### src/hdl/irq_ctrl_map.svh
// constant map of the two-level interrupt controller
`ifndef IRQ_CTRL_MAP_SVH
`define IRQ_CTRL_MAP_SVH

`define SRC_COUNT        5
`define SRC_EXT0         0
`define SRC_TIMER0       1
`define SRC_EXT1         2
`define SRC_TIMER1       3
`define SRC_SERIAL       4

`define ENABLE_SFR_ADDR  8'hA8
`define PRIORITY_SFR_ADDR 8'hB8
`define ENABLE_RESET     8'h00
`define PRIORITY_RESET   8'h00
`define ENABLE_USED_MASK 8'h9F
`define PRIORITY_USED_MASK 8'h1F
`define GLOBAL_GATE_BIT  7
`define SOURCE_FIELD     4:0

`define VEC_EXT0         16'h0003
`define VEC_TIMER0       16'h000B
`define VEC_EXT1         16'h0013
`define VEC_TIMER1       16'h001B
`define VEC_SERIAL       16'h0023
`define VEC_NONE         16'h0000

`endif

### src/hdl/irq_ctrl_pkg.sv
// types shared by the interrupt controller modules
package irq_ctrl_pkg;

    typedef enum logic [1:0] {
        LVL_NONE,
        LVL_LOW,
        LVL_HIGH,
        LVL_BOTH
    } level_type;

    typedef struct packed {
        logic [4:0]  sampled;
        logic [7:0]  enable;
        logic [7:0]  prio;
        level_type   level;
        logic        write_block;
        logic        call;
        logic [15:0] vector;
        logic [4:0]  clear;
        logic [7:0]  rdata;
    } ctrl_state_type;

    typedef struct packed {
        logic [1:0] sync1;
        logic [1:0] sync2;
        logic [1:0] last;
        logic [4:0] flag;
    } flag_state_type;

endpackage

### src/hdl/irq_flag_if.sv
// flag and clear carrier between flag sampler and arbiter
`timescale 1ns/1ps
`default_nettype none

interface irq_flag_if;
    logic [4:0] flags;
    logic [4:0] clear;

    modport sampler (
        output flags,
        input  clear
    );

    modport arbiter (
        input  flags,
        output clear
    );
endinterface

`default_nettype wire

### src/hdl/two_level_interrupt_controller.sv
// two-level priority interrupt controller with five sources
//
// Behaviour
// - serial unit requests on every transmitted frame and every error-free received frame
// - a received frame with errors raises no serial request
// - two levels; each source set high or low in the priority register
// - an enabled high request preempts a running low routine
// - a running high routine is never preempted until its return
// - same level ties go ext0, timer0, ext1, timer1, serial
// - flags sampled each machine cycle, samples polled the next one
// - an accepted request makes the core do a long call to its vector
// - no vectoring while a same or higher level routine runs
// - vector only in the last machine cycle of an instruction
// - no vectoring during a return or a write to enable or priority
// - blocked requests are not remembered; each poll uses fresh samples
// - priority bits 0..4 ext0, timer0, ext1, timer1, serial; 1 is high
// - enable bits 0..4 per source, bit 7 global gate, 5..6 unused
// - each external pin is falling edge or low level by its trigger bit
// - edge flag cleared on vectoring; level flag follows the pin
// - timer overflow flag cleared when its routine is vectored
`timescale 1ns/1ps
`default_nettype none
`include "irq_ctrl_map.svh"

module two_level_interrupt_controller (
    input  wire logic        clock_in,              // core clock, 25 MHz
    input  wire logic        reset_in,              // async reset, high
    input  wire logic        ce_in,                 // clock enable, freezes all but the call and clear pulses
    input  wire logic        mc_end_in,             // last clock of a machine cycle
    input  wire logic        last_cycle_in,         // machine cycle ends instruction
    input  wire logic        return_from_irq_in,    // instruction is a return
    input  wire logic [7:0]  sfr_addr_in,           // special register address
    input  wire logic        sfr_wr_in,             // special register write
    input  wire logic [7:0]  sfr_wdata_in,          // write data
    input  wire logic        sfr_rd_in,             // special register read
    output logic      [7:0]  sfr_rdata_out,         // read data
    output logic             sfr_hit_out,           // address is ours
    input  wire logic        ext0_pin_in,           // external pin 0
    input  wire logic        ext1_pin_in,           // external pin 1
    input  wire logic        ext0_trigger_type_in,  // 1 falling edge, 0 low level
    input  wire logic        ext1_trigger_type_in,  // 1 falling edge, 0 low level
    input  wire logic        timer0_overflow_in,    // timer 0 rollover pulse
    input  wire logic        timer1_overflow_in,    // timer 1 rollover pulse
    input  wire logic        rx_frame_done_in,      // serial frame received
    input  wire logic        rx_frame_error_in,     // received frame has errors
    input  wire logic        tx_frame_done_in,      // serial frame sent
    input  wire logic        serial_flag_clear_in,  // software clears serial flag
    output logic      [4:0]  request_flags_out,     // live request flags
    output logic             call_req_out,          // inject long call, one pulse
    output logic      [15:0] call_vector_out,       // call target
    output logic      [1:0]  active_level_out       // routines in progress
);

    irq_ctrl_pkg::ctrl_state_type st_ff;
    irq_ctrl_pkg::ctrl_state_type nxt_st;

    irq_flag_if fl ();

    logic [4:0] gated;
    logic [4:0] high_req;
    logic [4:0] low_req;
    logic [4:0] grant;
    logic       grant_high;
    logic       blocked;
    logic       ie_hit;
    logic       ip_hit;

    // lowest index wins within a level
    function automatic logic [4:0] pick_first(input logic [4:0] req);
        logic [4:0] one;
        one = 5'h00;
        for (int i = `SRC_COUNT - 1; i >= 0; i--) begin
            if (req[i]) begin
                one = 5'h01 << i;
            end
        end
        return one;
    endfunction

    function automatic logic [15:0] vector_of(input logic [4:0] one);
        logic [15:0] v;
        v = `VEC_NONE;
        if (one[`SRC_EXT0]) begin
            v = `VEC_EXT0;
        end else if (one[`SRC_TIMER0]) begin
            v = `VEC_TIMER0;
        end else if (one[`SRC_EXT1]) begin
            v = `VEC_EXT1;
        end else if (one[`SRC_TIMER1]) begin
            v = `VEC_TIMER1;
        end else if (one[`SRC_SERIAL]) begin
            v = `VEC_SERIAL;
        end
        return v;
    endfunction

    irq_flag_sampler u_sampler (
        .clock_in             (clock_in),
        .reset_in             (reset_in),
        .ce_in                (ce_in),
        .ext0_pin_in          (ext0_pin_in),
        .ext1_pin_in          (ext1_pin_in),
        .ext0_trigger_type_in (ext0_trigger_type_in),
        .ext1_trigger_type_in (ext1_trigger_type_in),
        .timer0_overflow_in   (timer0_overflow_in),
        .timer1_overflow_in   (timer1_overflow_in),
        .rx_frame_done_in     (rx_frame_done_in),
        .rx_frame_error_in    (rx_frame_error_in),
        .tx_frame_done_in     (tx_frame_done_in),
        .serial_flag_clear_in (serial_flag_clear_in),
        .fl                   (fl.sampler)
    );

    assign fl.clear = st_ff.clear;

    // address decode
    always_comb begin
        ie_hit = 1'b0;
        ip_hit = 1'b0;
        if (sfr_addr_in == `ENABLE_SFR_ADDR) begin
            ie_hit = 1'b1;
        end else if (sfr_addr_in == `PRIORITY_SFR_ADDR) begin
            ip_hit = 1'b1;
        end
    end

    // polled view of the previous cycle's samples
    always_comb begin
        gated = st_ff.sampled & st_ff.enable[`SOURCE_FIELD] &
                {`SRC_COUNT{st_ff.enable[`GLOBAL_GATE_BIT]}};
        high_req = gated & st_ff.prio[`SOURCE_FIELD];
        low_req = gated & ~st_ff.prio[`SOURCE_FIELD];
        // return or enable/priority write in this instruction holds off
        blocked = st_ff.write_block | return_from_irq_in |
                  (sfr_wr_in & (ie_hit | ip_hit));
        grant = 5'h00;
        grant_high = 1'b0;
        case (st_ff.level)
            irq_ctrl_pkg::LVL_NONE: begin
                if (high_req != 5'h00) begin
                    grant = pick_first(high_req);
                    grant_high = 1'b1;
                end else begin
                    grant = pick_first(low_req);
                end
            end
            irq_ctrl_pkg::LVL_LOW: begin
                grant = pick_first(high_req);
                grant_high = 1'b1;
            end
            default: begin
                grant = 5'h00;
            end
        endcase
    end

    always_comb begin
        nxt_st = st_ff;
        nxt_st.call = 1'b0;
        nxt_st.clear = 5'h00;
        if (ce_in) begin
            if (mc_end_in) begin
                // fresh samples every cycle, nothing held over
                nxt_st.sampled = fl.flags;
                if (last_cycle_in) begin
                    nxt_st.write_block = 1'b0;
                    if (!blocked && grant != 5'h00) begin
                        nxt_st.call = 1'b1;
                        nxt_st.vector = vector_of(grant);
                        nxt_st.clear = grant;
                        if (grant_high) begin
                            if (st_ff.level == irq_ctrl_pkg::LVL_LOW) begin
                                nxt_st.level = irq_ctrl_pkg::LVL_BOTH;
                            end else begin
                                nxt_st.level = irq_ctrl_pkg::LVL_HIGH;
                            end
                        end else begin
                            nxt_st.level = irq_ctrl_pkg::LVL_LOW;
                        end
                    end else if (return_from_irq_in) begin
                        case (st_ff.level)
                            irq_ctrl_pkg::LVL_BOTH: begin
                                nxt_st.level = irq_ctrl_pkg::LVL_LOW;
                            end
                            default: begin
                                nxt_st.level = irq_ctrl_pkg::LVL_NONE;
                            end
                        endcase
                    end
                end
            end
            if (sfr_wr_in) begin
                if (ie_hit) begin
                    nxt_st.enable = sfr_wdata_in & `ENABLE_USED_MASK;
                    nxt_st.write_block = !(mc_end_in && last_cycle_in);
                end else if (ip_hit) begin
                    nxt_st.prio = sfr_wdata_in & `PRIORITY_USED_MASK;
                    nxt_st.write_block = !(mc_end_in && last_cycle_in);
                end
            end
            if (sfr_rd_in) begin
                if (ie_hit) begin
                    nxt_st.rdata = st_ff.enable;
                end else if (ip_hit) begin
                    nxt_st.rdata = st_ff.prio;
                end else begin
                    nxt_st.rdata = 8'h00;
                end
            end
        end
    end

    always_ff @(posedge clock_in or posedge reset_in) begin
        if (reset_in) begin
            st_ff <= '{sampled: 5'h00, enable: `ENABLE_RESET, prio: `PRIORITY_RESET,
                       level: irq_ctrl_pkg::LVL_NONE, write_block: 1'b0, call: 1'b0,
                       vector: `VEC_NONE, clear: 5'h00, rdata: 8'h00};
        end else begin
            st_ff <= nxt_st;
        end
    end

    assign sfr_rdata_out = st_ff.rdata;
    assign sfr_hit_out = ie_hit | ip_hit;
    assign request_flags_out = fl.flags;
    assign call_req_out = st_ff.call;
    assign call_vector_out = st_ff.vector;
    assign active_level_out = st_ff.level;

endmodule

`default_nettype wire

### src/hdl/irq_flag_sampler.sv
// request flag keeping for the five interrupt sources
`timescale 1ns/1ps
`default_nettype none
`include "irq_ctrl_map.svh"

module irq_flag_sampler (
    input  wire logic        clock_in,              // core clock
    input  wire logic        reset_in,              // async reset, high
    input  wire logic        ce_in,                 // clock enable
    input  wire logic        ext0_pin_in,           // external pin 0
    input  wire logic        ext1_pin_in,           // external pin 1
    input  wire logic        ext0_trigger_type_in,  // 1 edge, 0 level
    input  wire logic        ext1_trigger_type_in,  // 1 edge, 0 level
    input  wire logic        timer0_overflow_in,    // timer 0 rollover pulse
    input  wire logic        timer1_overflow_in,    // timer 1 rollover pulse
    input  wire logic        rx_frame_done_in,      // frame received pulse
    input  wire logic        rx_frame_error_in,     // received frame bad
    input  wire logic        tx_frame_done_in,      // frame sent pulse
    input  wire logic        serial_flag_clear_in,  // software clears serial flag
    irq_flag_if.sampler      fl                     // flags out, clears in
);

    irq_ctrl_pkg::flag_state_type st_ff;
    irq_ctrl_pkg::flag_state_type nxt_st;

    logic [1:0] trig;
    logic [1:0] fall;

    assign trig = {ext1_trigger_type_in, ext0_trigger_type_in};
    assign fl.flags = st_ff.flag;

    always_comb begin
        nxt_st = st_ff;
        fall = st_ff.last & ~st_ff.sync2;
        if (ce_in) begin
            nxt_st.sync1 = {ext1_pin_in, ext0_pin_in};
            nxt_st.sync2 = st_ff.sync1;
            nxt_st.last = st_ff.sync2;
            // edge mode: falling edge sets, vectoring clears, set wins
            if (trig[0]) begin
                nxt_st.flag[`SRC_EXT0] = fall[0] |
                    (st_ff.flag[`SRC_EXT0] & ~fl.clear[`SRC_EXT0]);
            end else begin
                nxt_st.flag[`SRC_EXT0] = ~st_ff.sync2[0];
            end
            if (trig[1]) begin
                nxt_st.flag[`SRC_EXT1] = fall[1] |
                    (st_ff.flag[`SRC_EXT1] & ~fl.clear[`SRC_EXT1]);
            end else begin
                nxt_st.flag[`SRC_EXT1] = ~st_ff.sync2[1];
            end
            nxt_st.flag[`SRC_TIMER0] = timer0_overflow_in |
                (st_ff.flag[`SRC_TIMER0] & ~fl.clear[`SRC_TIMER0]);
            nxt_st.flag[`SRC_TIMER1] = timer1_overflow_in |
                (st_ff.flag[`SRC_TIMER1] & ~fl.clear[`SRC_TIMER1]);
            // bad received frames raise nothing
            nxt_st.flag[`SRC_SERIAL] = tx_frame_done_in |
                (rx_frame_done_in & ~rx_frame_error_in) |
                (st_ff.flag[`SRC_SERIAL] & ~serial_flag_clear_in);
        end
    end

    always_ff @(posedge clock_in or posedge reset_in) begin
        if (reset_in) begin
            st_ff <= '{sync1: 2'h3, sync2: 2'h3, last: 2'h3, flag: 5'h00};
        end else begin
            st_ff <= nxt_st;
        end
    end

endmodule

`default_nettype wire

### config.mk
export PLATFORM = sky130hd
export DESIGN_NAME = two_level_interrupt_controller
export DESIGN_NICKNAME = d
export VERILOG_FILES = /design/src/hdl/irq_ctrl_pkg.sv /design/src/hdl/irq_flag_if.sv /design/src/hdl/two_level_interrupt_controller.sv /design/src/hdl/irq_flag_sampler.sv
export VERILOG_INCLUDE_DIRS = /design/src /design/src/hdl
export SDC_FILE = /design/constraint.sdc
export NUM_CORES = 1
export LEC_CHECK = 0
export BUFFER_PORTS_ARGS = -buffer_cell sky130_fd_sc_hd__buf_4
export CELL_PAD_IN_SITES_DETAIL_PLACEMENT = 1
export CELL_PAD_IN_SITES_GLOBAL_PLACEMENT = 1
export CORE_ASPECT_RATIO = 1.75
export CORE_MARGIN = 1
export CORE_UTILIZATION = 40
export CTS_CLUSTER_DIAMETER = 150
export DETAILED_ROUTE_END_ITERATION = 10
export GPL_TIMING_DRIVEN = 0
export HOLD_SLACK_MARGIN = 0.02
export PLACE_DENSITY = 0.87
export SLEW_MARGIN = 5
export SYNTH_ARGS = -nofsm -noshare
export SYNTH_HDL_FRONTEND = slang
export SYNTH_SLANG_ARGS = --single-unit
### constraint.sdc
create_clock -name clock_in -period 2.4 [get_ports clock_in]
set_input_delay 0.12 -clock clock_in [delete_from_list [all_inputs] [get_ports clock_in]]
set_output_delay 0.12 -clock clock_in [all_outputs]
set_load 0.02 [all_outputs]
==> Word-level counts from Yosys, hierarchy flattened <==
Index checks and enable logic that the tools add are counted.
{ "classes": {"n_addsub": 0, "mul": 0, "n_div": 0, "magnitude_cmp": 0, "n_eq_ne": 4, "shifts": 0, "mux": 39, "bitwise": 32, "reduce_logical": 14} }
{ "ops": {"columns": ["cell", "n"], "rows": [
  ["$mux 5", 12],
  ["$mux 23", 2],
  ["$mux 30", 1],
  ["$mux 6", 5],
  ["$mux 22", 1],
  ["$and 5x5->5", 4],
  ["$eq 8x8->1 const B", 2],
  ["$mux 8", 2],
  ["$reduce_and 4->1", 3],
  ["$mux 1", 11],
  ["$pmux 5 s2", 1],
  ["$reduce_bool 5->1", 2],
  ["$not 1->1", 9],
  ["$or 1x1->1", 9],
  ["$and 1x1->1", 7],
  ["$mux 2", 3],
  ["$not 5->5", 1],
  ["$reduce_and 2->1", 2],
  ["$reduce_and 3->1", 1],
  ["$and 2x2->2", 1],
  ["$eq 2x1->1 const B", 1],
  ["$eq 2x2->1 const B", 1],
  ["$logic_and 1x1->1", 2],
  ["$logic_not 1->1", 2],
  ["4 further kinds", 4]
]} }
{ "totals": {"regBits": 59, "latchBits": 0, "ramBits": 0, "mem_bits_ro": 0, "inputBits": 34, "out_inout_bits": 33, "word_cells": 102, "memories": 0} }

==> Logic depth before layout (Yosys ltp) <==
{ "logic_depth": {"ltp_word": 21, "depth_mapped": 7, "ltp_nobuf": 6} }

==> By module <==
Synthesis repeated with hierarchy kept, for this count alone.
{ "unflattened": {"hier_cells": 227, "hier_area_um2": 2442.3} }
{ "modules_own_cells": {"columns": ["module", "n_inst", "cells_per_inst", "area_per_inst_um2", "seq_area_each_um2"], "rows": [
  ["two_level_interrupt_controller", 1, 181, 1924.3, 875.8],
  ["irq_flag_sampler", 1, 46, 518.0, 282.8]
]} }

==> Worst setup path before layout <==
OpenSTA, ideal clock, no wires.
{ "synth_path": {"path_kind": "reg2reg", "startpoint": "register st_ff[48] in the netlist's numbering", "endpoint": "register st_ff (netlist bit call_vector_out[3])", "setup_time_ns": 0.124, "arrival_ns": 1.647, "required_ns": 2.276, "setup_slack_ns": 0.629, "path_stages_with_launch": 8, "path_buffers": 2, "synth_period_minus_slack_ns": 1.771, "path_cell_list": "dfrtp_1 buf_6 buf_8 nand4b_4 nand4_4 o31a_1 o311a_1 a211o_1"} }
{ "synth_between": {"elab_chain_len": 12, "elab_cells_between_ends": 23, "cone_classes": "16 x mux; 3 x bitwise; 4 x reduce/logical"} }
{ "synth_lines": {"columns": ["element", "line", "source"], "rows": [
  ["start, declared", "two_level_interrupt_controller.sv:54", "irq_ctrl_pkg::ctrl_state_type st_ff;"],
  ["start signal, assigned", "two_level_interrupt_controller.sv:215", "st_ff <= '{sampled: 5'h00, enable: `ENABLE_RESET, prio: `PRIORITY_RESET,"],
  ["start signal, assigned", "two_level_interrupt_controller.sv:219", "st_ff <= nxt_st;"],
  ["$and 5x5->5 (*)", "two_level_interrupt_controller.sv:129", "gated = st_ff.sampled & st_ff.enable[`SOURCE_FIELD] &"],
  ["$and 5x5->5, on equally long branches", "two_level_interrupt_controller.sv:132, two_level_interrupt_controller.sv:131", null],
  ["$mux 5 (4 in series)", "two_level_interrupt_controller.sv:73", "if (req[i]) begin"],
  ["$mux 5, on equally long branches", "two_level_interrupt_controller.sv:73, two_level_interrupt_controller.sv:140", null],
  ["$mux 5 or $pmux 5 s2 (tied branches)", "two_level_interrupt_controller.sv:140, two_level_interrupt_controller.sv:138", null],
  ["$pmux 5 s2 (*)", "two_level_interrupt_controller.sv:138", "case (st_ff.level)"],
  ["$reduce_bool 5->1 or $mux 6 (tied branches)", "two_level_interrupt_controller.sv:167, two_level_interrupt_controller.sv:87", null],
  ["$logic_and 1x1->1 or $mux 6 (tied branches)", "two_level_interrupt_controller.sv:167, two_level_interrupt_controller.sv:85", null],
  ["$reduce_and 4->1 (no source line) or $mux 6 (tied branches)", null, null]
]} }
Mark *: on every way between the ends. The rest lies on a longest branch, timed or not.
A chain may end at the register's enable or synchronous reset.

==> Final worst setup path <==
{ "layout_path": {"startpoint": "register st_ff[48] in the netlist's numbering", "endpoint": "register st_ff (netlist bit active_level_out[1])"} }
{ "layout_between": {"elab_chain_len": 13, "elab_cells_between_ends": 24, "cone_classes": "16 x mux; 3 x bitwise; 5 x reduce/logical"} }
{ "layout_lines": {"columns": ["element", "line", "source"], "rows": [
  ["$and 5x5->5 (*)", "two_level_interrupt_controller.sv:129", null],
  ["$and 5x5->5, on equally long branches", "two_level_interrupt_controller.sv:132, two_level_interrupt_controller.sv:131", null],
  ["$mux 5 (5 in series)", "two_level_interrupt_controller.sv:73", null],
  ["$mux 5", "two_level_interrupt_controller.sv:140", "if (high_req != 5'h00) begin"],
  ["$pmux 5 s2", "two_level_interrupt_controller.sv:138", null],
  ["$reduce_bool 5->1", "two_level_interrupt_controller.sv:167", "if (!blocked && grant != 5'h00) begin"],
  ["$logic_and 1x1->1", "two_level_interrupt_controller.sv:167", null],
  ["$reduce_bool 2->1 (no source line)", null, null],
  ["$reduce_and 4->1 (no source line)", null, null]
]} }
Marked as above.

==> metrics <==
cell mode on critical path=nand4_1; GPL Wtd Cong=between 0.8 and 0.9; Fill cells=around 700; DR vias/cell=~5.0; mapped cell area=between 2000 and 2500 um^2; Seq/Total Area, Yosys=0.460; CTS Hold Buffers Added=1; peak supply drop=0.522 mV; Synth Flop Type=dfrtp_1; GRT busiest layer=met2; TritonCTS Sinks=45; Cell Rows=37; io pins=between 60 and 70; share of post-route cells with drive strength above 1=0.441; Seq cells post-synth=45; Tightest Hold Check Type=input port to register; crit-path max cell delay=between 0.3 and 0.4 ns; CP Data Required Time=2.57 ns; Final Hold Fails=0; Tmin final=around 1.9 ns; cts bufs inserted=5; commonest non-fill, non-tap cell in the layout=buf_4; first-pass GRT wire length=just over 10000 um; DR pass1 iterations=4; Detailed Place HPWL=between 4000 and 5000 um; Setup Skew=approximately 0.0063 ns; startpoint types=register; Synth Instances=~230; clock tree root driver cell=clkbuf_8; DR iter-0 viols=42; normalized max-slew margin=0.517; Area growth, synth to finish=28.0%; GRT Total Usage=0.214; period utilization=0.794; Die ar.=about 6500 um^2; die height=106 um; final wirelength=6020 um; clk_lat worst skew=between 0.3 and 0.4 ns; Crit. End Element=register; Final nets=332; CP Max Fanout=10; Worst path slowest cell=dfrtp_1; die span in x=around 60 um; DRC viols=0; count of warnings emitted by yosys=0; Fin Setup TNS=0 ns; Arrival @ worst endpoint=roughly 2.1 ns; Leak=around 0.0015 uW; Post-synth EDFFs=0; fin cells=around 380; Worst-Margin Slew=between 0.7 and 0.8 ns; CTS clock-pin slew for the worst setup and hold paths=approximately 0.080 ns; post-CTS sizing=0; met1 Use GR=0.235; Setup Buffers After CTS=0; met2 Use GR=0.370; commonest non-fill, non-tap cells in the layout=81 x buf_4, 39 x dfrtp_1, 21 x nand2_1, 20 x mux2_2, 13 x conb_1; setup violators final=0; htree depth=2; largest net degree at the start of global routing=24; pwr dens=about 560 nW/um^2; Async S/R FF share, synth=1.00; Max Fclk=between 500 and 600 MHz; Synth Area per Inst=between 10 and 15 um^2; Inst Count DP=between 300 and 400; post-route ant nets=0; Port-buffer cells=50; vias in the first global route=2089; global-route congestion overflow total=0; Final Max Slew Viols=0; Vias=1900; starting density of the core=0.416; Placeable Area=5930 um^2; unrepaired setup endpoints after global routing=false; number of inserted diodes=0; met3 Use GR=0.0368; critical path class=register to register; outcome=finished, final reports clean; crit path cell chain=buf_6 > buf_8 > nand4_1 > nand4_1 > a21o_2 > o21ai_2 > o21ai_0; Longest Clk Path Bufs=2; CTS tree=done; max-capacitance violation count=0; number of antenna violations at the first check in global routing=0; routed len/inst=between 15 and 20 um; post-synthesis cell type count=between 50 and 60
[per-layer routing]
metal,part of all wire,routed length (um)
met1,0.36,2170
met2,0.56,3380
met3,0.045,272
met4,0.034,207
met5,0,0
[power breakdown]
part | internal (uW) | switching (uW) | total, uW
sequential | 807 | 40.8 | 848
clock | 414 | 272 | 686
combinational | 116 | 107 | 223
[sequential cells by signal (all words and copies together), names as in the netlist]
name,cells
call_req_out,1
sfr_rdata_out,6
st_ff,17
fl.clear,4
active_level_out,2
call_vector_out,4
u_sampler.st_ff,6
u_sampler.fl.flags,5
[Yosys cell counts, types with 2 or more instances]
master,number,share of area
dfrtp_1,39,0.40
and3_1,2,0.0051
o21ai_0,9,0.018
nor2_1,6,0.0091
nand4_1,6,0.015
or3_1,2,0.0051
buf_4,31,0.094
nor4_1,3,0.0076
dfstp_2,6,0.064
buf_6,2,0.0091
nand2_1,21,0.032
nand3_1,3,0.0061
buf_1,2,0.0030
o31ai_1,6,0.018
nand2b_1,4,0.010
mux2_2,20,0.091
a21oi_1,6,0.012
nand4b_1,4,0.014
a22o_1,2,0.0071
clkbuf_1,3,0.0046
mux2i_1,5,0.020
a41oi_1,2,0.0071
inv_1,12,0.018
nand4_4,2,0.017
a32o_1,2,0.0081
[area by class of cell]
cell class | instances | area [um^2] | share of cell area
multi-input cells | 142 | 1030 | 0.327
flip-flops and latches | 45 | 1130 | 0.360
clock buffers | 5 | 68.8 | 0.0218
inverters | 13 | 53.8 | 0.0171
plain buffers | 39 | 289 | 0.0917
well taps | 78 | 97.6 | 0.0310
clock inverters | 3 | 65.1 | 0.0206
repair buffers | 52 | 413 | 0.131
[kinds of logic after synthesis]
logic type	after synthesis	share of synthesized area
buf+inv	52	0.139
other cells	1	0.00152
simple gates	63	0.165
flops	45	0.460
mux	25	0.112
compound gates	41	0.123
[final timing paths]
path / from / end / slack (ns) / cells after the start
setup / recovery: st_ff[48] / active_level_out[1] / 0.49 / 7
max in group asynchronous: reset_in / u_sampler.st_ff[10] / 1.37 / 4
min in group asynchronous: reset_in / sfr_rdata_out[7] / 0.43 / 3
hold / removal: timer0_overflow_in / u_sampler.fl.flags[1] / 0.04 / 2
hold reg to reg: sfr_rdata_out[0] / sfr_rdata_out[0] / 0.49 / 2
setup reg to reg: st_ff[48] / active_level_out[1] / 0.49 / 7
[critical path, delay by kind of cell, from the launching register on]
| family | cells | cell delay, ns |
|---|---|---|
| buffers and inverters | 2 | 0.26 |
| DFF | 1 | 0.38 |
| AOI/OAI and AO/OA | 3 | 0.71 |
| and+or+nand+nor | 2 | 0.42 |
[stage by stage]
stage	area, um^2	power (uW)	hold WS [ns]	setup WS, ns	utilization
2_1_floorplan	2510	987	0.263	0.629	-
3_3_place_gp	2980	1070	0.353	0.519	0.503
3_5_place_dp	3010	1090	0.212	0.481	0.508
4_1_cts	3150	1780	0.0258	0.452	0.532
5_1_grt	3150	1830	0.0384	0.327	0.532
6_report	3150	1760	0.0372	0.495	0.532
No activity file was read; power rests on OpenSTA's default activity.
